## src/logic/ccu_pkg.sv

```systemverilog
// Constants, register map and types of the clock control unit
package ccu_pkg;
  localparam logic [11:0] OFS_DIV = 12'h000;
  localparam logic [11:0] OFS_PLL = 12'h004;
  localparam logic [11:0] OFS_TUN = 12'h008;
  localparam logic [11:0] OFS_OSC = 12'h00c;

  localparam logic [15:0] DIV_RST  = 16'h3040;
  localparam logic [15:0] PLL_RST  = 16'h0030;
  localparam logic [15:0] TUN_RST  = 16'h0000;
  localparam logic [15:0] DIV_MASK = 16'hffdf;
  localparam logic [15:0] PLL_MASK = 16'h01ff;
  localparam logic [15:0] TUN_MASK = 16'h003f;

  localparam int ROI_B     = 15;
  localparam int DOZE_LSB  = 12;
  localparam int CPU_SLOWDOWN_ENABLE_B   = 11;
  localparam int FRCD_LSB  = 8;
  localparam int POST_LSB  = 6;
  localparam int PRE_LSB   = 0;
  localparam int CURRENT_SOURCE_STATUS_LSB  = 12;
  localparam int NEXT_SOURCE_SELECT_LSB  = 8;
  localparam int LKOUT_B   = 7;
  localparam int LOCK_B    = 5;
  localparam int CF_B      = 3;
  localparam int SEC_B     = 1;
  localparam int REQ_B     = 0;

  localparam logic [2:0] SRC_FRC    = 3'h0;
  localparam logic [2:0] SRC_FAST_RC_WITH_MULTIPLIER = 3'h1;
  localparam logic [2:0] SRC_PRI    = 3'h2;
  localparam logic [2:0] SRC_PRIPLL = 3'h3;
  localparam logic [2:0] SRC_SEC    = 3'h4;
  localparam logic [2:0] SRC_LOW_POWER_RC_OSC   = 3'h5;
  localparam logic [2:0] SRC_FRC16  = 3'h6;
  localparam logic [2:0] SRC_FRCN   = 3'h7;

  localparam logic [1:0] PSM_EC     = 2'h0;
  localparam logic [3:0] SETTLE_CYC = 4'ha;
  localparam logic [1:0] CAP_CYC    = 2'h3;

  typedef enum logic [1:0] {ST_IDLE, ST_WAIT, ST_SETTLE} ccu_state_t;
endpackage

```

## src/logic/ccu_sync.sv

```systemverilog
// Two-flop synchroniser for pins and foreign-clock levels
`timescale 1ns/1ps
module ccu_sync #(
  parameter int W = 1
) (
  input  wire logic         clk_sys,
  input  wire logic         resetn,
  input  wire logic [W-1:0] async_in,
  output logic      [W-1:0] sync_out
);
  logic [W-1:0] meta;

  always_ff @(posedge clk_sys or negedge resetn) begin
    if (!resetn) begin
      meta     <= '0;
      sync_out <= '0;
    end else begin
      meta     <= async_in;
      sync_out <= meta;
    end
  end
endmodule // ccu_sync

```

## src/logic/ccu_top.sv

```systemverilog
// Clock divisor, PLL, trim registers and clock switch control over APB
//
// Notes on behaviour
// (RL1) With recover set, an interrupt clears slowdown enable; otherwise no effect.
// (RL2) Processor reduction code divides by two to the code, reset code 011.
// (RL3) Slowdown enable applies the reduction; clear forces ratio 1:1.
// (RL4) Fast RC postscaler divides by two to the code, code 111 by 256.
// (RL5) PLL output divider: 00 by 2, 01 by 4 (reset), 11 by 8.
// (RL6) PLL input divider is field plus two, reset value 00000.
// (RL7) PLL multiplier is field plus two, reset factor 50.
// (RL8) Fast RC trim is a six-bit two's complement frequency offset.
// (RL9) Switching and fail monitor work only when the config bit is 0.
// (RL10) Switching off: next select ignored, current shows reset source, request 0.
// (RL11) Software writes next select, then sets the switch request.
// (RL12) Request to the source already in use is cleared and aborted.
// (RL13) A valid switch start clears PLL lock and clock fail flags.
// (RL14) New source is started; wait crystal timer or PLL lock.
// (RL15) After ready, count 10 new clock cycles before switching over.
// (RL16) Switch done clears request and copies next select to current.
// (RL17) Old source stops, except low-power RC and secondary when still needed.
// (RL18) The processor keeps running throughout the switch.
// (RL19) No direct switch between primary PLL and fast RC PLL modes; the code does not block such a switch.
// (RL20) Primary submode is fixed from the configuration and never changes.
// (RL21) With fail monitor on, low-power RC runs always except in sleep.
// (RL22) On failure trap and fall back to fast RC, via PLL if used.
// (RL23) Three-bit source codes 000 to 111 select the eight clock modes.
// (RL24) Lockout bit, when allowed, blocks every later clock switch.
// (RL25) Register defaults load on reset before any switch is accepted.
//
// The placing of the registers and register access over APB are this design's own decisions.
`timescale 1ns/1ps
module ccu_top
  import ccu_pkg::*;
(
  input  wire logic        clk_sys,
  input  wire logic        resetn,
  input  wire logic        psel,
  input  wire logic        penable,
  input  wire logic        pwrite,
  input  wire logic [11:0] paddr,
  input  wire logic [31:0] pwdata,
  output logic      [31:0] prdata,
  output logic             pready,
  output logic             pslverr,
  input  wire logic        irq_event,
  input  wire logic        watchdog_enable,
  input  wire logic        sleep_active,
  input  wire logic        switch_monitor_config,
  input  wire logic        fail_monitor_off_config,
  input  wire logic [2:0]  reset_source_config,
  input  wire logic [1:0]  primary_submode_config,
  input  wire logic        crystal_timer_done,
  input  wire logic        pll_lock,
  input  wire logic        osc_fail,
  input  wire logic        new_clk,
  output logic      [2:0]  cpu_div_log2,
  output logic      [3:0]  frc_div_log2,
  output logic      [5:0]  pll_n1,
  output logic      [3:0]  pll_n2,
  output logic      [9:0]  pll_m,
  output logic      [5:0]  frc_trim,
  output logic      [2:0]  sys_src_sel,
  output logic      [1:0]  primary_submode,
  output logic             frc_on,
  output logic             pri_on,
  output logic             sec_on,
  output logic             low_power_rc_osc_on,
  output logic             pll_on,
  output logic             clock_fail_trap,
  output logic             switch_busy
);
  logic [10:0] sync_q;
  logic        smc_s;
  logic        fmoff_s;
  logic [2:0]  rsc_s;
  logic [1:0]  psm_s;
  logic        xtal_s;
  logic        lock_s;
  logic        fail_s;
  logic        nclk_s;
  logic        nclk_d;
  logic        tick;
  logic [1:0]  cap_cnt;
  logic        cap_now;
  logic        cfg_taken;
  logic        smc_q;
  logic        fmoff_q;
  logic [2:0]  strap_src;
  logic        sw_en;
  logic        clock_fail_monitor_on;
  logic [15:0] div_q;
  logic [15:0] pll_q;
  logic [15:0] tun_q;
  logic [2:0]  next_source_select;
  logic [2:0]  tgt;
  logic [2:0]  cur;
  logic        req;
  logic        cf;
  logic        lock_stat;
  logic        lockout;
  logic        sec_en;
  logic [3:0]  cnt;
  ccu_state_t  st;
  logic        setup;
  logic        wr;
  logic        div_wr;
  logic        pll_wr;
  logic        tun_wr;
  logic        osc_wr;
  logic        src_ready;
  logic        fail_go;
  logic        busy;
  logic [15:0] osc_rd;

  function automatic logic is_pll(input logic [2:0] s);
    return (s == SRC_FAST_RC_WITH_MULTIPLIER) || (s == SRC_PRIPLL);
  endfunction

  function automatic logic is_pri(input logic [2:0] s);
    return (s == SRC_PRI) || (s == SRC_PRIPLL);
  endfunction

  // Fast RC feeds every mode that is not primary, secondary or low-power RC
  function automatic logic is_frc(input logic [2:0] s);
    return !is_pri(s) && (s != SRC_SEC) && (s != SRC_LOW_POWER_RC_OSC);
  endfunction

  function automatic logic [3:0] post_div(input logic [1:0] c);
    unique case (c)
      2'h0: return 4'h2;
      2'h1: return 4'h4;
      2'h3: return 4'h8;
      default: return 4'h4;
    endcase
  endfunction

  ccu_sync #(.W(11)) u_sync (
    .clk_sys  (clk_sys),
    .resetn   (resetn),
    .async_in ({new_clk, osc_fail, pll_lock, crystal_timer_done,
                primary_submode_config, reset_source_config,
                fail_monitor_off_config, switch_monitor_config}),
    .sync_out (sync_q)
  );

  assign smc_s   = sync_q[0];
  assign fmoff_s = sync_q[1];
  assign rsc_s   = sync_q[4:2];
  assign psm_s   = sync_q[6:5];
  assign xtal_s  = sync_q[7];
  assign lock_s  = sync_q[8];
  assign fail_s  = sync_q[9];
  assign nclk_s  = sync_q[10];
  assign tick    = nclk_s & ~nclk_d;

  // Straps are caught once the synchroniser has filled after release
  assign cap_now   = (cap_cnt == CAP_CYC - 2'h1);
  assign cfg_taken = (cap_cnt == CAP_CYC);
  assign sw_en     = cfg_taken & ~smc_q;                 // [RL9]
  assign clock_fail_monitor_on   = sw_en & ~fmoff_q;                   // [RL9]

  always_ff @(posedge clk_sys or negedge resetn) begin
    if (!resetn) begin
      cap_cnt         <= 2'h0;
      smc_q           <= 1'b1;
      fmoff_q         <= 1'b1;
      strap_src       <= SRC_FRC;
      primary_submode <= PSM_EC;
    end else if (!cfg_taken) begin
      cap_cnt <= cap_cnt + 2'h1;
      if (cap_now) begin
        smc_q           <= smc_s;
        fmoff_q         <= fmoff_s;
        strap_src       <= rsc_s;
        primary_submode <= psm_s;                        // [RL20]
      end
    end
  end

  always_ff @(posedge clk_sys or negedge resetn) begin
    if (!resetn) begin
      nclk_d <= 1'b0;
    end else begin
      nclk_d <= nclk_s;
    end
  end

  // Zero-wait APB slave; read data and error are prepared in the setup cycle
  assign setup  = psel & ~penable;
  assign wr     = psel & penable & pready & pwrite;
  assign div_wr = wr & (paddr == OFS_DIV);
  assign pll_wr = wr & (paddr == OFS_PLL);
  assign tun_wr = wr & (paddr == OFS_TUN);
  assign osc_wr = wr & (paddr == OFS_OSC);

  assign osc_rd = {1'b0, cur, 1'b0, next_source_select, lockout, 1'b0, lock_stat,
                   1'b0, cf, 1'b0, sec_en, req};

  always_ff @(posedge clk_sys or negedge resetn) begin
    if (!resetn) begin
      prdata  <= 32'h0000_0000;
      pready  <= 1'b0;
      pslverr <= 1'b0;
    end else begin
      pready <= 1'b1;
      if (setup) begin
        pslverr <= 1'b0;
        unique case (paddr)
          OFS_DIV: prdata <= {16'h0000, div_q};
          OFS_PLL: prdata <= {16'h0000, pll_q};
          OFS_TUN: prdata <= {16'h0000, tun_q};
          OFS_OSC: prdata <= {16'h0000, osc_rd};
          default: begin
            prdata  <= 32'h0000_0000;
            pslverr <= 1'b1;
          end
        endcase
      end
    end
  end

  always_ff @(posedge clk_sys or negedge resetn) begin
    if (!resetn) begin
      div_q <= DIV_RST;                                  // [RL25]
      pll_q <= PLL_RST;                                  // [RL25]
      tun_q <= TUN_RST;                                  // [RL25]
    end else begin
      if (div_wr) div_q <= pwdata[15:0] & DIV_MASK;
      if (pll_wr) pll_q <= pwdata[15:0] & PLL_MASK;
      if (tun_wr) tun_q <= pwdata[15:0] & TUN_MASK;
      // Hardware recovery overrides a write in the same cycle
      if (div_q[ROI_B] && irq_event) div_q[CPU_SLOWDOWN_ENABLE_B] <= 1'b0; // [RL1]
    end
  end

  // Lockout is sticky; only a reset releases the clock source again
  always_ff @(posedge clk_sys or negedge resetn) begin
    if (!resetn) begin
      next_source_select    <= SRC_FRC;
      lockout <= 1'b0;
      sec_en  <= 1'b0;
    end else if (osc_wr) begin
      sec_en <= pwdata[SEC_B];
      if (!lockout) begin
        next_source_select    <= pwdata[NEXT_SOURCE_SELECT_LSB +: 3];                // [RL11]
        lockout <= pwdata[LKOUT_B] & sw_en & ~clock_fail_monitor_on;   // [RL24]
      end
    end
  end

  assign busy      = (st != ST_IDLE);
  assign fail_go   = clock_fail_monitor_on & fail_s & ~cf;
  assign src_ready = (!is_pll(tgt) || lock_stat) &&
                     (!is_pri(tgt) || primary_submode == PSM_EC || xtal_s); // [RL14]

  always_ff @(posedge clk_sys or negedge resetn) begin
    if (!resetn) begin
      st              <= ST_IDLE;
      cur             <= SRC_FRC;
      tgt             <= SRC_FRC;
      req             <= 1'b0;
      cf              <= 1'b0;
      lock_stat       <= 1'b0;
      cnt             <= 4'h0;
      clock_fail_trap <= 1'b0;
    end else begin
      clock_fail_trap <= 1'b0;
      if (lock_s) lock_stat <= 1'b1;
      if (osc_wr && !pwdata[CF_B]) cf <= 1'b0;
      if (osc_wr && pwdata[REQ_B] && sw_en && !lockout) req <= 1'b1;
      unique case (st)
        ST_IDLE: begin
          if (req && sw_en) begin
            if (next_source_select == cur) begin
              req <= 1'b0;                               // [RL12]
            end else begin
              tgt       <= next_source_select;
              st        <= ST_WAIT;                      // [RL14]
              lock_stat <= 1'b0;                         // [RL13]
              cf        <= 1'b0;                         // [RL13]
            end
          end
        end
        ST_WAIT: begin
          if (src_ready) begin
            st  <= ST_SETTLE;
            cnt <= 4'h0;
          end
        end
        ST_SETTLE: begin
          if (tick) begin
            if (cnt == SETTLE_CYC - 4'h1) begin          // [RL15]
              cur <= tgt;                                // [RL16]
              req <= 1'b0;                               // [RL16]
              st  <= ST_IDLE;
            end else begin
              cnt <= cnt + 4'h1;
            end
          end
        end
      endcase
      // A failure beats a flag clear or a switch in the same cycle
      if (fail_go) begin
        cur             <= is_pll(cur) ? SRC_FAST_RC_WITH_MULTIPLIER : SRC_FRC; // [RL22]
        st              <= ST_IDLE;
        req             <= 1'b0;
        cf              <= 1'b1;
        clock_fail_trap <= 1'b1;                         // [RL22]
      end
      if (cfg_taken && !sw_en) begin
        cur <= strap_src;                                // [RL10]
        req <= 1'b0;                                     // [RL10]
        st  <= ST_IDLE;
      end
      if (cap_now) cur <= rsc_s;                         // [RL23]
    end
  end

  // Old source is dropped only when idle; both run while switching
  always_ff @(posedge clk_sys or negedge resetn) begin
    if (!resetn) begin
      frc_on      <= 1'b1;
      pri_on      <= 1'b0;
      sec_on      <= 1'b0;
      low_power_rc_osc_on     <= 1'b0;
      pll_on      <= 1'b0;
      sys_src_sel <= SRC_FRC;
      switch_busy <= 1'b0;
    end else begin
      frc_on  <= is_frc(cur) | (busy & is_frc(tgt));     // [RL17]
      pri_on  <= is_pri(cur) | (busy & is_pri(tgt));     // [RL17]
      pll_on  <= is_pll(cur) | (busy & is_pll(tgt));
      sec_on  <= sec_en | (cur == SRC_SEC) | (busy & (tgt == SRC_SEC)); // [RL17]
      low_power_rc_osc_on <= (clock_fail_monitor_on & ~sleep_active) | watchdog_enable |
                 (cur == SRC_LOW_POWER_RC_OSC) | (busy & (tgt == SRC_LOW_POWER_RC_OSC)); // [RL21]
      sys_src_sel <= cur;
      switch_busy <= busy;
    end
  end

  // Ratio outputs never stall the processor, even mid-switch
  always_ff @(posedge clk_sys or negedge resetn) begin
    if (!resetn) begin
      cpu_div_log2 <= 3'h0;
      frc_div_log2 <= 4'h0;
      pll_n1       <= 6'h02;
      pll_n2       <= 4'h4;
      pll_m        <= 10'h032;
      frc_trim     <= 6'h00;
    end else begin
      cpu_div_log2 <= div_q[CPU_SLOWDOWN_ENABLE_B] ? div_q[DOZE_LSB +: 3] : 3'h0; // [RL2] [RL3] [RL18]
      frc_div_log2 <= (div_q[FRCD_LSB +: 3] == 3'h7) ? 4'h8 :
                      {1'b0, div_q[FRCD_LSB +: 3]};      // [RL4]
      pll_n2   <= post_div(div_q[POST_LSB +: 2]);        // [RL5]
      pll_n1   <= {1'b0, div_q[PRE_LSB +: 5]} + 6'h02;   // [RL6]
      pll_m    <= {1'b0, pll_q[8:0]} + 10'h002;          // [RL7]
      frc_trim <= tun_q[5:0];                            // [RL8]
    end
  end

  a_roi_recover: assert property (@(posedge clk_sys) disable iff (!resetn) // [RL1]
    (div_q[ROI_B] && irq_event) |=> !div_q[CPU_SLOWDOWN_ENABLE_B] ##1 (cpu_div_log2 == 3'h0))
    else $error("interrupt did not end slowdown");

  a_ratio_forced: assert property (@(posedge clk_sys) disable iff (!resetn) // [RL3]
    !div_q[CPU_SLOWDOWN_ENABLE_B] |=> (cpu_div_log2 == 3'h0))
    else $error("ratio not forced to one");

  a_redundant_abort: assert property (@(posedge clk_sys) disable iff (!resetn) // [RL12]
    (st == ST_IDLE && req && sw_en && next_source_select == cur && !fail_go) |=> !req && st == ST_IDLE)
    else $error("redundant switch not aborted");

  a_start_clears: assert property (@(posedge clk_sys) disable iff (!resetn) // [RL13]
    $rose(st == ST_WAIT)
    |-> !cf && !lock_stat)
    else $error("flags not cleared at switch start");

  a_settle_done: assert property (@(posedge clk_sys) disable iff (!resetn) // [RL16]
    (st == ST_SETTLE && tick && cnt == SETTLE_CYC - 4'h1 && !fail_go && sw_en)
    |=> (cur == $past(tgt)) && !req ##1 (sys_src_sel == $past(tgt, 2)))
    else $error("switch completion wrong");

  a_settle_early: assert property (@(posedge clk_sys) disable iff (!resetn) // [RL15]
    ($past(st) == ST_SETTLE && cur != $past(cur) && !$past(fail_go))
    |-> $past(tick) && ($past(cnt) == SETTLE_CYC - 4'h1))
    else $error("source changed before settle count");

  a_disabled_hold: assert property (@(posedge clk_sys) disable iff (!resetn) // [RL10]
    (cfg_taken && !sw_en) |=> !req && (cur == strap_src))
    else $error("switch active while disabled");

  a_fail_fallback: assert property (@(posedge clk_sys) disable iff (!resetn) // [RL22]
    fail_go |=> clock_fail_trap && cf &&
      (cur == (is_pll($past(cur)) ? SRC_FAST_RC_WITH_MULTIPLIER : SRC_FRC)))
    else $error("fail fallback wrong");

  a_lockout_hold: assert property (@(posedge clk_sys) disable iff (!resetn) // [RL24]
    lockout |=> lockout && $stable(next_source_select))
    else $error("lockout released or next select changed");

  a_pll_mult: assert property (@(posedge clk_sys) disable iff (!resetn) // [RL7]
    pll_wr ##2 1'b1 |-> (pll_m == {1'b0, $past(pwdata[8:0], 2)} + 10'h002))
    else $error("multiplier output wrong");
endmodule // ccu_top

```

## config.mk

```make
export PLATFORM = sky130hd
export DESIGN_NAME = ccu_top
export DESIGN_NICKNAME = d
export VERILOG_FILES = /design/src/logic/ccu_pkg.sv /design/src/logic/ccu_sync.sv /design/src/logic/ccu_top.sv
export SDC_FILE = /design/constraint.sdc
export NUM_CORES = 1
export LEC_CHECK = 0
export ABC_AREA = 1
export BUFFER_PORTS_ARGS = -buffer_cell sky130_fd_sc_hd__buf_2
export CORE_ASPECT_RATIO = 0.5
export CORE_UTILIZATION = 48
export DETAILED_ROUTE_END_ITERATION = 10
export PLACE_DENSITY = 0.82
export SYNTH_ARGS = -nofsm -noshare
export SYNTH_HDL_FRONTEND = slang
export SYNTH_SLANG_ARGS = --single-unit
```

## constraint.sdc

```tcl
create_clock -name clk_sys -period 1.4 [get_ports clk_sys]
set_clock_uncertainty 0.05 [all_clocks]
set_input_delay 0.42 -clock clk_sys [delete_from_list [all_inputs] [get_ports clk_sys]]
set_output_delay 0.42 -clock clk_sys [all_outputs]
set_load 0.1 [all_outputs]
```

==> flow_summary.toml <==
[run_status]
status = "finished with violations"
violations = "setup timing"

[grt]
grt_use_total_pct = 28.36
met2_usage_pct = 49.65
antenna_found_initial = 0
grt_pass1_vias = 5377
grtUsageMet3_pct = 8.419
grt_pass1_wl_um = 27210
overflow = 0
grt_start_max_net_pins = 39
use_met1_pct = 31.84
grt.busiest_layer = "met2"

[synth]
synthesis.area_sq_um = 5931
synth_flop_cell = "dfrtp_1"
avgSynthCellArea_sq_um = 9.770
synth-edff-count = 0
ys_warn_count = 0
ys_seq_area_share_pct = 60.19
ys_seq_elements = 142
async_reset_ff_share_pct = 100.0
syn_inst = 607
ys_types = 39

[floorplanning]
dieHeight_um = 80.60
num_rows = 28
initial_core_util_pct = 49.79
core_area_sq_um = 11910
io_pins = 142
die_x_um = 159.2
dieArea_sq_um = 12830

[clock_network]
cts_tree = "built"
htree_levels = 4
clk_pin_slew_ns = 0.06
cts_buffer_depth = 2
root_buffer = "clkbuf_16"
cts_inserted_buffers = 17
clock_sinks = 142
worst_skew_pair.late_latency_ns = 0.44

[cells_and_area]
fill_cells = 596
num-nets-final = 890
area_growth_pct = 59.26
diodes = 0
multi_input_area_sq_um = 2417
ff_latch_area_sq_um = 3582
drive_gt1_share_pct = 43.60
post-route-util_pct = 79.30

[drt]
drc_errors = 0
wl_per_cell_um = 21.29
num_vias = 5736
dr.first_iter.drc_count = 519
drt-vias-per-instance = 5.776
drt_wl_total_um = 21140
firstDrtPassIters = 7
ant_nets = 0

[power_and_ir_drop]
report.power.total_uw = 10280
peakVddDrop_uv = 834.0
powerDensity_nw_per_um2 = 1088
leakage_uw = 0.004608

[worst_setup_path]
crit_required_ns = 0.93
crit_arrival_ns = 1.18
cp_max_fo = 2
crit_type = "reg -> out"
startpoint_type = "flip-flop"
endpoint_kind = "output port"

[place]
hpwl_um = 10920
place_ws_ns = -0.2926
gp_congestion = 0.8861
io_buffers = 108

[sta]
final-hold-violation-count = 0
fin_ws_ns = -0.2510
hold_slack_ns = 0.04304
fin_crit_ns = 1.651
fin_tns_setup_ns = -12.08
setup-violations-final = 109
post-route-period-util_pct = 117.9
final_max_slew_viol_count = 0
fmax_mhz = 605.7
rsz0062_at_grt = "yes"

[job]
cap_viol_max_count = 0

[worst_hold_path]
hp-class = "in -> reg"
area by class of cell:
class | instances | share of cell area [%]
inverters | 73 | 3.073
well taps | 165 | 2.186
flip-flops and latches | 142 | 37.93
clock inverters | 15 | 2.212
multi-input cells | 385 | 25.59
clock buffers | 17 | 4.504
repair inverters | 1 | 0.06623
repair buffers | 195 | 24.44
what timing repair did:
action                                  CTS  global route
endpoints found under the hold margin    15             0
cloned                                    0             4
setup buffers                            14            17
pin swaps                                13            26
hold buffers                              1             0
gates resized for setup                  32            94
endpoints found under the setup margin   80           122
critical path: stages (launching register included):
cell	delay, ns
dfrtp_4	0.47
buf_6	0.12
buf_12	0.15
where the power goes:
part	internal [uW]	switching (uW)
Clock	3020	1980
Combinational	302	738
Sequential	4190	54.1
cells in the mapped netlist, drive strengths merged (4+ instances only):
library cell	instances	area (sq um)
inv	71	266.5
o22ai	6	37.54
dfstp	13	341.6
nor2	32	157.7
nand4	8	50.05
nand2	172	668.1
clkbuf	4	15.01
dfrtp	129	3228
xnor2	4	35.03
buf	21	166.4
nand3	50	290.3
a21oi	9	45.04
ha	12	150.1
o21ai	49	271.5
nor3	6	57.55
xor2	7	61.31
sequential cells by signal, summed over array words and instances (netlist names), 4 cells and up:
register         flops
u_sync.meta         11
tun_q                6
pll_m               10
cnt                  4
pll_q                9
u_sync.sync_out     11
pll_n1               6
prdata              16
div_q               15
frc_div_log2         4
frc_trim             6
stage by stage:
step	area (sq um)	instances
3_3_place_gp	8034	926
6_report	9445	993
3_5_place_dp	8034	926
5_1_grt	9445	993
2_1_floorplan	6061	623
4_1_cts	8896	973
cell usage in the layout (no fill, tap or decap), types with 13 or more instances in the layout:
| cell type | n |
|---|---|
| conb_1 | 18 |
| nand2_4 | 14 |
| nand2_2 | 28 |
| o21ai_2 | 19 |
| o21ai_0 | 15 |
| buf_2 | 45 |
| nor2_1 | 18 |
| o21ai_1 | 15 |
| inv_1 | 59 |
| dfrtp_1 | 125 |
| buf_12 | 71 |
| clkbuf_16 | 18 |
| buf_4 | 66 |
| nand2_1 | 128 |
| dfstp_2 | 13 |
| nand3_1 | 35 |
layer usage:
layer | part of all wire [%] | routed length [um] | vias to the layer above
met5 | 0 | 0 | -
met4 | 7.4 | 1569 | 0
met3 | 9.7 | 2048 | 186
met2 | 47 | 9901 | 496
met1 | 36 | 7620 | 2726
li1 | - | - | 2328
final timing paths:
| path | slack, ns | cells past startpoint | to | start |
|---|---|---|---|---|
| hold reg to reg | 0.30 | 0 | u_sync.sync_out[10] | u_sync.meta[10] |
| min in group asynchronous | 0.37 | 2 | cpu_div_log2[2] | resetn |
| hold / removal | 0.04 | 1 | u_sync.meta[5] | primary_submode_config[0] |
| max in group asynchronous | 0.37 | 3 | pll_n2[2] | resetn |
| setup / recovery | -0.25 | 2 | primary_submode[1] | primary_submode[1] |
| setup reg to reg | -0.21 | 9 | div_q[7] | pready |
cells by family after synthesis:
group | count (synthesis) | share of synthesized area [%]
AO/OA/AOI/OAI | 72 | 6.983
XOR/XNOR | 11 | 1.624
adder cells (fa/ha/maj) | 12 | 2.532
buffers and inverters | 98 | 7.679
flip-flops | 142 | 60.19
other | 2 | 0.1266
AND/OR/NAND/NOR | 270 | 20.87
Power figures use the tool's default switching activity.
